--- src/shared/lsc_pkg.sv ---
// Shared constants for the loop synthesiser configuration block
`default_nettype none
package lsc_pkg;
  // Register offsets and bus widths
  localparam int ADDR_W = 8;
  localparam logic [7:0] CFG_OFF = 8'h04;
  localparam logic [7:0] STAT_OFF = 8'h0C;

  // Factor register reset value and writable bits
  localparam logic [31:0] CFG_RST = 32'h2400_3010;
  localparam logic [31:0] WR_MASK = 32'h0F43_7FFF;
  localparam logic [31:0] RSV_RD = CFG_RST & ~WR_MASK;

  // Field positions and widths
  localparam int IN_LSB = 0;
  localparam int IN_W = 6;
  localparam int MUL_LSB = 6;
  localparam int MUL_W = 9;
  localparam int OUT_LSB = 16;
  localparam int OUT_W = 2;
  localparam int REF_BIT = 22;
  localparam int PER_LSB = 24;
  localparam int PER_W = 4;

  // Valid factor ranges
  localparam int IN_MIN = 2;
  localparam int IN_MAX = 63;
  localparam int MUL_MIN = 50;
  localparam int MUL_MAX = 432;
  localparam int PER_MIN = 2;
  localparam int PER_MAX = 15;

  // Status register bit positions
  localparam int ST_IN_ERR = 0;
  localparam int ST_MUL_ERR = 1;
  localparam int ST_PER_ERR = 2;
  localparam int ST_IN_LOCK = 3;
  localparam int ST_REF_LOCK = 4;
  localparam int ST_VALID = 5;

  // Fixed offset of the main output divider ratio
  localparam logic [3:0] OUT_RATIO_BASE = 4'h2;
endpackage : lsc_pkg
`default_nettype wire

--- src/shared/lsc_range_if.sv ---
// Carrier between the factor register and one range checker
`timescale 1ns/1ns
`default_nettype none
interface lsc_range_if #(parameter int W = 6);
  logic [W-1:0] value; // Factor code under test
  logic err; // Code lies outside its valid range
  modport chk (input value, output err);
  modport user (output value, input err);
endinterface : lsc_range_if
`default_nettype wire

--- src/logic/lsc_top.sv ---
// Configuration register for the main loop synthesiser
//
// Behaviour
// - Oscillator equals reference times multiplier over divider
// - Output divider bits 17:16, code 00 divides two
// - Peripheral divider bits 27:24, codes 0,1 error
// - Input divider bits 5:0, codes 0,1 error
// - Input divider writable only with main, audio off
// - Multiplier bits 14:6, valid 50 to 432
// - Bit 22 picks internal RC or external clock
// - Reference bit writable only with both loops off
// - Register at 0x04, reset 0x2400_3010
// - Byte, halfword, word access without wait
// - Low-power entry clears main loop enable
//
// Chosen here: strobed register access.
`timescale 1ns/1ns
`default_nettype none
module lsc_top (
  input wire logic core_clk, // 50 MHz system clock
  input wire logic nrst, // Asynchronous reset, active low
  input wire logic [lsc_pkg::ADDR_W-1:0] bus_addr, // Byte address
  input wire logic [31:0] bus_wdata, // Write data
  input wire logic [3:0] bus_be, // Byte lanes of a write
  input wire logic bus_wr, // Write strobe
  input wire logic bus_rd, // Read strobe
  output logic [31:0] bus_rdata, // Read data, cycle after strobe
  input wire logic main_loop_enable, // Main loop enable bit
  input wire logic second_loop_enable, // Second loop enable bit
  input wire logic audio_loop_enable, // Audio loop enable bit
  input wire logic lowpower_entry, // Pulse on standby or stop entry
  output logic main_loop_enable_clr, // Clear pulse for main enable
  output logic [5:0] vco_input_divider, // Input divider code
  output logic [8:0] vco_feedback_multiplier, // Multiplier code
  output logic [1:0] main_output_divider, // Output divider code
  output logic [3:0] main_output_ratio, // Output division factor
  output logic [3:0] peripheral_clock_divider, // Peripheral divider
  output logic loop_reference_select, // 0 internal RC, 1 external
  output logic factor_error, // Some factor code is illegal
  output logic config_valid // All factor codes legal
);
  import lsc_pkg::*;

  ////////////////////////////////////////////////////////////////////
  // State
  logic [31:0] cfg_q;
  logic [31:0] cfg_d;
  logic [31:0] rdata_q;
  logic [31:0] rdata_d;
  logic clr_q;
  logic [3:0] ratio_q;
  logic [3:0] ratio_d;
  logic in_err_q;
  logic mul_err_q;
  logic per_err_q;
  logic ferr_q;
  logic valid_q;

  ////////////////////////////////////////////////////////////////////
  // Address decode
  wire hit_cfg;
  wire hit_stat;
  wire cfg_wr;
  assign hit_cfg = (bus_addr[7:2] == CFG_OFF[7:2]);
  assign hit_stat = (bus_addr[7:2] == STAT_OFF[7:2]);
  assign cfg_wr = bus_wr && hit_cfg;

  ////////////////////////////////////////////////////////////////////
  // Write locks
  // The enable bit is gone the same cycle low-power entry hits, so a
  // write in that cycle already counts the main loop as stopped
  wire main_on;
  wire in_lock;
  wire ref_lock;
  assign main_on = main_loop_enable && !lowpower_entry;
  assign in_lock = main_on || audio_loop_enable;
  assign ref_lock = main_on || second_loop_enable;

  ////////////////////////////////////////////////////////////////////
  // Write merge by byte lane, writable field and lock
  wire [31:0] be_mask;
  wire [31:0] in_mask;
  wire [31:0] ref_mask;
  wire [31:0] lock_mask;
  wire [31:0] wr_mask;
  assign be_mask = {{8{bus_be[3]}}, {8{bus_be[2]}}, {8{bus_be[1]}}, {8{bus_be[0]}}};
  assign in_mask = {{(32-IN_W){1'b0}}, {IN_W{1'b1}}} << IN_LSB;
  assign ref_mask = 32'h0000_0001 << REF_BIT;
  assign lock_mask = (in_lock ? in_mask : 32'h0) | (ref_lock ? ref_mask : 32'h0);
  assign wr_mask = be_mask & WR_MASK & ~lock_mask;
  assign cfg_d = cfg_wr ? ((cfg_q & ~wr_mask) | (bus_wdata & wr_mask)) : cfg_q;

  // Factor register; reserved bits are never stored
  always_ff @(posedge core_clk or negedge nrst) begin
    if (!nrst) begin
      cfg_q <= CFG_RST & WR_MASK;
    end else begin
      cfg_q <= cfg_d;
    end
  end

  ////////////////////////////////////////////////////////////////////
  // Field views
  wire [IN_W-1:0] in_f;
  wire [MUL_W-1:0] mul_f;
  wire [OUT_W-1:0] out_f;
  wire [PER_W-1:0] per_f;
  assign in_f = cfg_q[IN_LSB +: IN_W];
  assign mul_f = cfg_q[MUL_LSB +: MUL_W];
  assign out_f = cfg_q[OUT_LSB +: OUT_W];
  assign per_f = cfg_q[PER_LSB +: PER_W];

  ////////////////////////////////////////////////////////////////////
  // Range checks, one small checker per factor except the output divider
  lsc_range_if #(.W(IN_W)) in_rng ();
  lsc_range_if #(.W(MUL_W)) mul_rng ();
  lsc_range_if #(.W(PER_W)) per_rng ();
  assign in_rng.value = in_f;
  assign mul_rng.value = mul_f;
  assign per_rng.value = per_f;

  lsc_range_chk #(.W(IN_W), .LO(IN_MIN), .HI(IN_MAX)) u_in_chk (
    .rng(in_rng)
  );
  lsc_range_chk #(.W(MUL_W), .LO(MUL_MIN), .HI(MUL_MAX)) u_mul_chk (
    .rng(mul_rng)
  );
  lsc_range_chk #(.W(PER_W), .LO(PER_MIN), .HI(PER_MAX)) u_per_chk (
    .rng(per_rng)
  );

  ////////////////////////////////////////////////////////////////////
  // Output divider ratio: code n divides by 2*(n+1)
  assign ratio_d = {1'b0, out_f, 1'b0} + OUT_RATIO_BASE;

  // Derived values lag the register by one cycle so outputs are flops
  always_ff @(posedge core_clk or negedge nrst) begin
    if (!nrst) begin
      ratio_q <= OUT_RATIO_BASE;
      in_err_q <= 1'b0;
      mul_err_q <= 1'b0;
      per_err_q <= 1'b0;
      ferr_q <= 1'b0;
      valid_q <= 1'b0;
    end else begin
      ratio_q <= ratio_d;
      in_err_q <= in_rng.err;
      mul_err_q <= mul_rng.err;
      per_err_q <= per_rng.err;
      ferr_q <= in_rng.err || mul_rng.err || per_rng.err;
      valid_q <= !(in_rng.err || mul_rng.err || per_rng.err);
    end
  end

  ////////////////////////////////////////////////////////////////////
  // Low-power entry clears the neighbouring main enable bit
  always_ff @(posedge core_clk or negedge nrst) begin
    if (!nrst) begin
      clr_q <= 1'b0;
    end else begin
      clr_q <= lowpower_entry;
    end
  end

  ////////////////////////////////////////////////////////////////////
  // Read mux; unmapped addresses read zero
  wire [31:0] stat_word;
  wire [31:0] cfg_word;
  assign cfg_word = cfg_q | RSV_RD;
  assign stat_word = {26'h0, valid_q, ref_lock, in_lock, per_err_q, mul_err_q, in_err_q};
  assign rdata_d = !bus_rd ? 32'h0 :
                   hit_cfg ? cfg_word :
                   hit_stat ? stat_word : 32'h0;

  // Data stand only in the cycle after the strobe, never a wait
  always_ff @(posedge core_clk or negedge nrst) begin
    if (!nrst) begin
      rdata_q <= 32'h0;
    end else begin
      rdata_q <= rdata_d;
    end
  end

  ////////////////////////////////////////////////////////////////////
  // Outputs
  assign bus_rdata = rdata_q;
  assign main_loop_enable_clr = clr_q;
  assign vco_input_divider = in_f;
  assign vco_feedback_multiplier = mul_f;
  assign main_output_divider = out_f;
  assign main_output_ratio = ratio_q;
  assign peripheral_clock_divider = per_f;
  assign loop_reference_select = cfg_q[REF_BIT];
  assign factor_error = ferr_q;
  assign config_valid = valid_q;
endmodule : lsc_top
`default_nettype wire

--- src/logic/lsc_range_chk.sv ---
// Range checker for one factor code
`timescale 1ns/1ns
`default_nettype none
module lsc_range_chk #(
  parameter int W = 6,
  parameter int LO = 2,
  parameter int HI = 63
) (
  lsc_range_if.chk rng // Code in, error out
);
  // Widen to 32 bits so the bounds compare without truncation
  wire [31:0] val_ext;
  assign val_ext = {{(32-W){1'b0}}, rng.value};
  assign rng.err = (val_ext < LO) || (val_ext > HI);
endmodule : lsc_range_chk
`default_nettype wire

--- config.mk ---
export PLATFORM = sky130hd
export DESIGN_NAME = lsc_top
export DESIGN_NICKNAME = d
export VERILOG_FILES = /design/src/shared/lsc_pkg.sv /design/src/shared/lsc_range_if.sv /design/src/logic/lsc_top.sv /design/src/logic/lsc_range_chk.sv
export SDC_FILE = /design/constraint.sdc
export NUM_CORES = 1
export LEC_CHECK = 0
export BUFFER_PORTS_ARGS = -buffer_cell sky130_fd_sc_hd__buf_2
export CORE_MARGIN = 10
export CORE_UTILIZATION = 48
export DETAILED_ROUTE_END_ITERATION = 7
export HOLD_SLACK_MARGIN = 0.1
export PLACE_DENSITY = 0.86
export SLEW_MARGIN = 15
export SYNTH_ARGS = -nofsm -noshare
export SYNTH_HDL_FRONTEND = slang
export SYNTH_SLANG_ARGS = --single-unit
--- constraint.sdc ---
create_clock -name core_clk -period 4.6 [get_ports core_clk]
set_clock_uncertainty 0.05 [all_clocks]
set_input_delay 0.92 -clock core_clk [delete_from_list [all_inputs] [get_ports core_clk]]
set_output_delay 0.92 -clock core_clk [all_outputs]
set_load 0.05 [all_outputs]
# ---- Word-level counts from Yosys, hierarchy flattened
# Cells that the tools add are included.
dict set report totals {
  register_bits 74
  latchBits 0
  mem_bits_rw 0
  romBits 0
  output_inout_bits 61
  wordCells 41
  n_memories 0
}
dict set report op_classes {
  addsub 1
  mul 0
  div_mod_pow 0
  magnitude_cmp 6
  n_eq_ne 2
  shift 0
  n_mux 5
  bitwise_logic 7
  n_reduce_logical 11
}
# op count
set ops {}
lappend ops {{AND 32 bit} 2}
lappend ops {{two-way mux 32 bit} 2}
lappend ops {{AND 28 x 32 -> 32 bit} 1}
lappend ops {{NOT 23 -> 32 bit} 1}
lappend ops {{NOT 32 bit} 1}
lappend ops {{OR 32 bit} 1}
lappend ops {{two-way mux 23 bit} 1}
lappend ops {{OR 6 x 23 -> 23 bit} 1}
lappend ops {{two-way mux 6 bit} 2}
lappend ops {{> comparator 9 bit (second input constant)} 1}
lappend ops {{< comparator 9 x 6 -> 1 bit (second input constant)} 1}
lappend ops {{logical OR 1 bit} 7}
lappend ops {{== test 6 x 1 -> 1 bit (second input constant)} 1}
lappend ops {{== test 6 x 2 -> 1 bit (second input constant)} 1}
lappend ops {{> comparator 6 bit (second input constant)} 1}
lappend ops {{< comparator 6 x 2 -> 1 bit (second input constant)} 1}
lappend ops {{adder 3 x 2 -> 4 bit (second input constant)} 1}
lappend ops {{> comparator 4 bit (second input constant)} 1}
lappend ops {{< comparator 4 x 2 -> 1 bit (second input constant)} 1}
lappend ops {{logical AND 1 bit} 2}
lappend ops {{zero test 1 bit} 2}

# ---- Depth between registers and ports, before layout
dict set report depth {
  word_depth 10
  depth_mapped 4
  ltp_nobuf 3
}

# ---- Hierarchy
# Synthesis repeated with hierarchy kept, for this count alone.
dict set report unflattened {
  cells_unflattened 148
  area_unflattened_um2 2112.0
}
# mod n_inst cells_per_inst area_per_inst_um2
set modules_own_cells {}
lappend modules_own_cells {lsc_top 1 138 2050.7}
lappend modules_own_cells {{lsc_range_chk at u_mul_chk} 1 7 40.0}
lappend modules_own_cells {{lsc_range_chk at u_in_chk} 1 2 11.3}
lappend modules_own_cells {{lsc_range_chk at u_per_chk} 1 1 10.0}

# ---- Least setup slack after synthesis
# No wires, ideal clock.
dict set report synth_path {
  path_type {input to register}
  startpoint {in bus_addr[7] (netlist name)}
  endpoint {reg (tool-made name)}
  setup_ps 125
  arrival_time_ps 2266
  t_required_ps 4425
  setup_slack_ps 2159
  stages 3
  n_path_buf 0
  cell_sequence {or4b_4 nor4_4 mux2_2}
}
# item line
set synth_rtl {}
lappend synth_rtl {{start, declared} lsc_top.sv:22} ;# input wire logic [lsc_pkg::ADDR_W-1:0] bus_addr,

==> results.toml <==
[run_status]
status = "finished, final reports clean"

[layout]
antenna_cells = 0
utilization_pct = 61.7
drive_gt1_share_pct = 53.1
nNetsFinal = 294
instances_no_fill = 293
register_area_um2 = 1360
multi_input_area_um2 = 706
final.fill_count = 370
area_growth_pct = 25.9

[critical_path]
rrSetupSlack_ps = 2930
crit_path_start = "bus_addr[7]"
crit_path_start_kind = "primary input"
arrival_ps = 2600
worstSetupEndpointType = "register"
ff2ff_path_depth = 3
crit_fanout = 7
reg2reg_to = "factor_error"
critPathRequiredTime_ps = 4730
critPathKind = "in2reg"

[cts]
cts_tree = "done"
clock_latency_ps = 290
htree_levels = 2
cts_hold_buf = 0
cts_max_path_buffers = 2
cts_buffers = 5
cts.sinks = 54
cts_resized = 0
post-cts-setup-buffers = 0
cts_root_buf = "clkbuf_8"
path_clk_slew_ps = 80

[floorplan]
die_x_um = 86.4
ios = 113
die_y_um = 86.4
start_util_pct = 49.0
die-area_um2 = 7470
core-area_um2 = 4320
rows = 24

[place]
io_buffers = 90
place.gp.congestion = 0.775
dp_hpwl_um = 4010
dpl.cell_count = 286
place_ws_ps = 1820

[timing]
rsz0062_at_grt = "false"
whs_ps = 419
worst_slew_pin_slew_ps = 764
max-slew-margin-rel_pct = 48.8
layout_setup_ws_ps = 2130
final_hold_viol_count = 0
tns_ps = 0
fmax_mhz = 404
fin_crit_sh_pct = 53.8
setup_violations = 0
drv_slew = 0
fin_crit_ps = 2470

[hold_path]
min_path_type = "reg2reg"

[logic_synthesis]
yosysWarnings = 0
synth.yosys.seq_area_share_pct = 64.1
synth-seq-cells = 54
synth_common_cells = "dfrtp_1 (49), mux2_2 (22), and2_1 (15)"
ys_types = 29
synth_edf_count = 0
synthCells = 146
yosys.area.top_type = "dfrtp_1"
postSynthAreaPerCell_um2 = 14.5
ys.flop_type = "dfrtp_1"
yosysMostFrequentCell = "dfrtp_1"
async_reset_ff_share_pct = 100
synth_top_area_share_pct = 57.9
synth_area_leaders = "dfrtp_1 (58%), mux2_2 (12%), dfstp_2 (6.2%), and2_1 (4.4%), buf_4 (3.5%)"
mappedNetlistArea_um2 = 2120

[run]
cap_violations = 0

[detailed_routing]
first_pass_iters = 4
wl_per_cell_um = 17.1
routed_wl_um = 5010
vias = 1427
ant_nets = 0
drt-initial-drc-count = 72
vias_per_cell = 4.87
drc = 0

[power]
power.leakage_nw = 1.51
ir_drop_uv = 192
p_per_area_nw_per_um2 = 342

[global_route]
grt_pass1_wl_um = 7780
grt_pass1_vias = 1510
met3_usage_pct = 4.60
grt_max_degree = 55
grt_util_met2_pct = 22.0
use_met1_pct = 14.6
top_usage_layer = "met2"
antenna_found_initial = 0
grt-ovfl-total = 0
track_usage_pct = 13.1
-- worst min-delay path by stage --
stage / startpoint / to / slack, ps / cells after the start
floorplan: in_err_q / bus_rdata[0] / 420 / 2
global placement: register / main_output_ratio[1] / 400 / 1
detailed placement: register / main_output_ratio[1] / 410 / 1
finish: register / main_output_ratio[1] / 420 / 1
global route: register / main_output_ratio[1] / 470 / 1
CTS: register / main_output_ratio[1] / 420 / 1
-- cells by family after synthesis --
group	after synthesis	synth area share (%)
and+or+nand+nor	46	15.4
buffers and inverters	13	4.19
DFF	54	64.1
other	1	0.177
muxes	26	13.6
adders and majority gates	1	0.591
AOI/OAI and AO/OA	5	2.01
-- report_power, final --
part           internal [W]  switching, W  total (W)
registers          0.000498     0.0000153   0.000514
clock network      0.000105      0.000132   0.000237
logic             0.0000436      0.000116   0.000160
-- routing by layer --
| metal | vias to the layer above | share of wire, % |
|---|---|---|
| li1 | 675 | - |
| met1 | 676 | 40 |
| met2 | 68 | 50 |
| met3 | 8 | 8.2 |
| met4 | 0 | 1.7 |
| met5 | - | 0 |
-- worst max-delay path: stages --
cell and delay, ps:
buf_2 120, nor4b_1 620, nand4b_1 520, mux2_2 420
-- per-stage QoR --
step,power [W],cell area (um2)
after floorplan,0.000635,2150
after global placement,0.000681,2590
after detailed placement,0.000685,2590
after CTS,0.000926,2670
after global routing,0.000956,2670
final,0.000911,2670
-- layout by cell type, fill, tap and decap left out --
master,count
nor4_4,1
a211oi_1,2
or2_2,2
nor4_1,2
conb_1,10
nand4b_1,2
and4b_1,1
mux2_2,22
dfrtp_1,49
and3_1,1
o311a_1,2
or3_1,1
ha_1,1
or4b_4,1
clkbuf_8,5
clkbuf_1,2
nor2_1,9
or4bb_1,2
mux2i_1,4
nand3b_1,1
nor2b_1,2
dfstp_2,5
or4_1,1
nor4b_4,1
and2_1,15
inv_1,1
nor3_1,3
buf_2,90
nor4b_1,1
o21bai_1,1
buf_4,1
-- layout make-up --
class / count / area share [%]
flip-flops and latches: 54 / 50.9
multi-input cells: 88 / 26.5
repair buffers: 91 / 17.2
clock buffers: 7 / 2.86
well taps: 52 / 2.44
inverters: 1 / 0.141
Note: power is estimated with default switching activity, not from simulation.
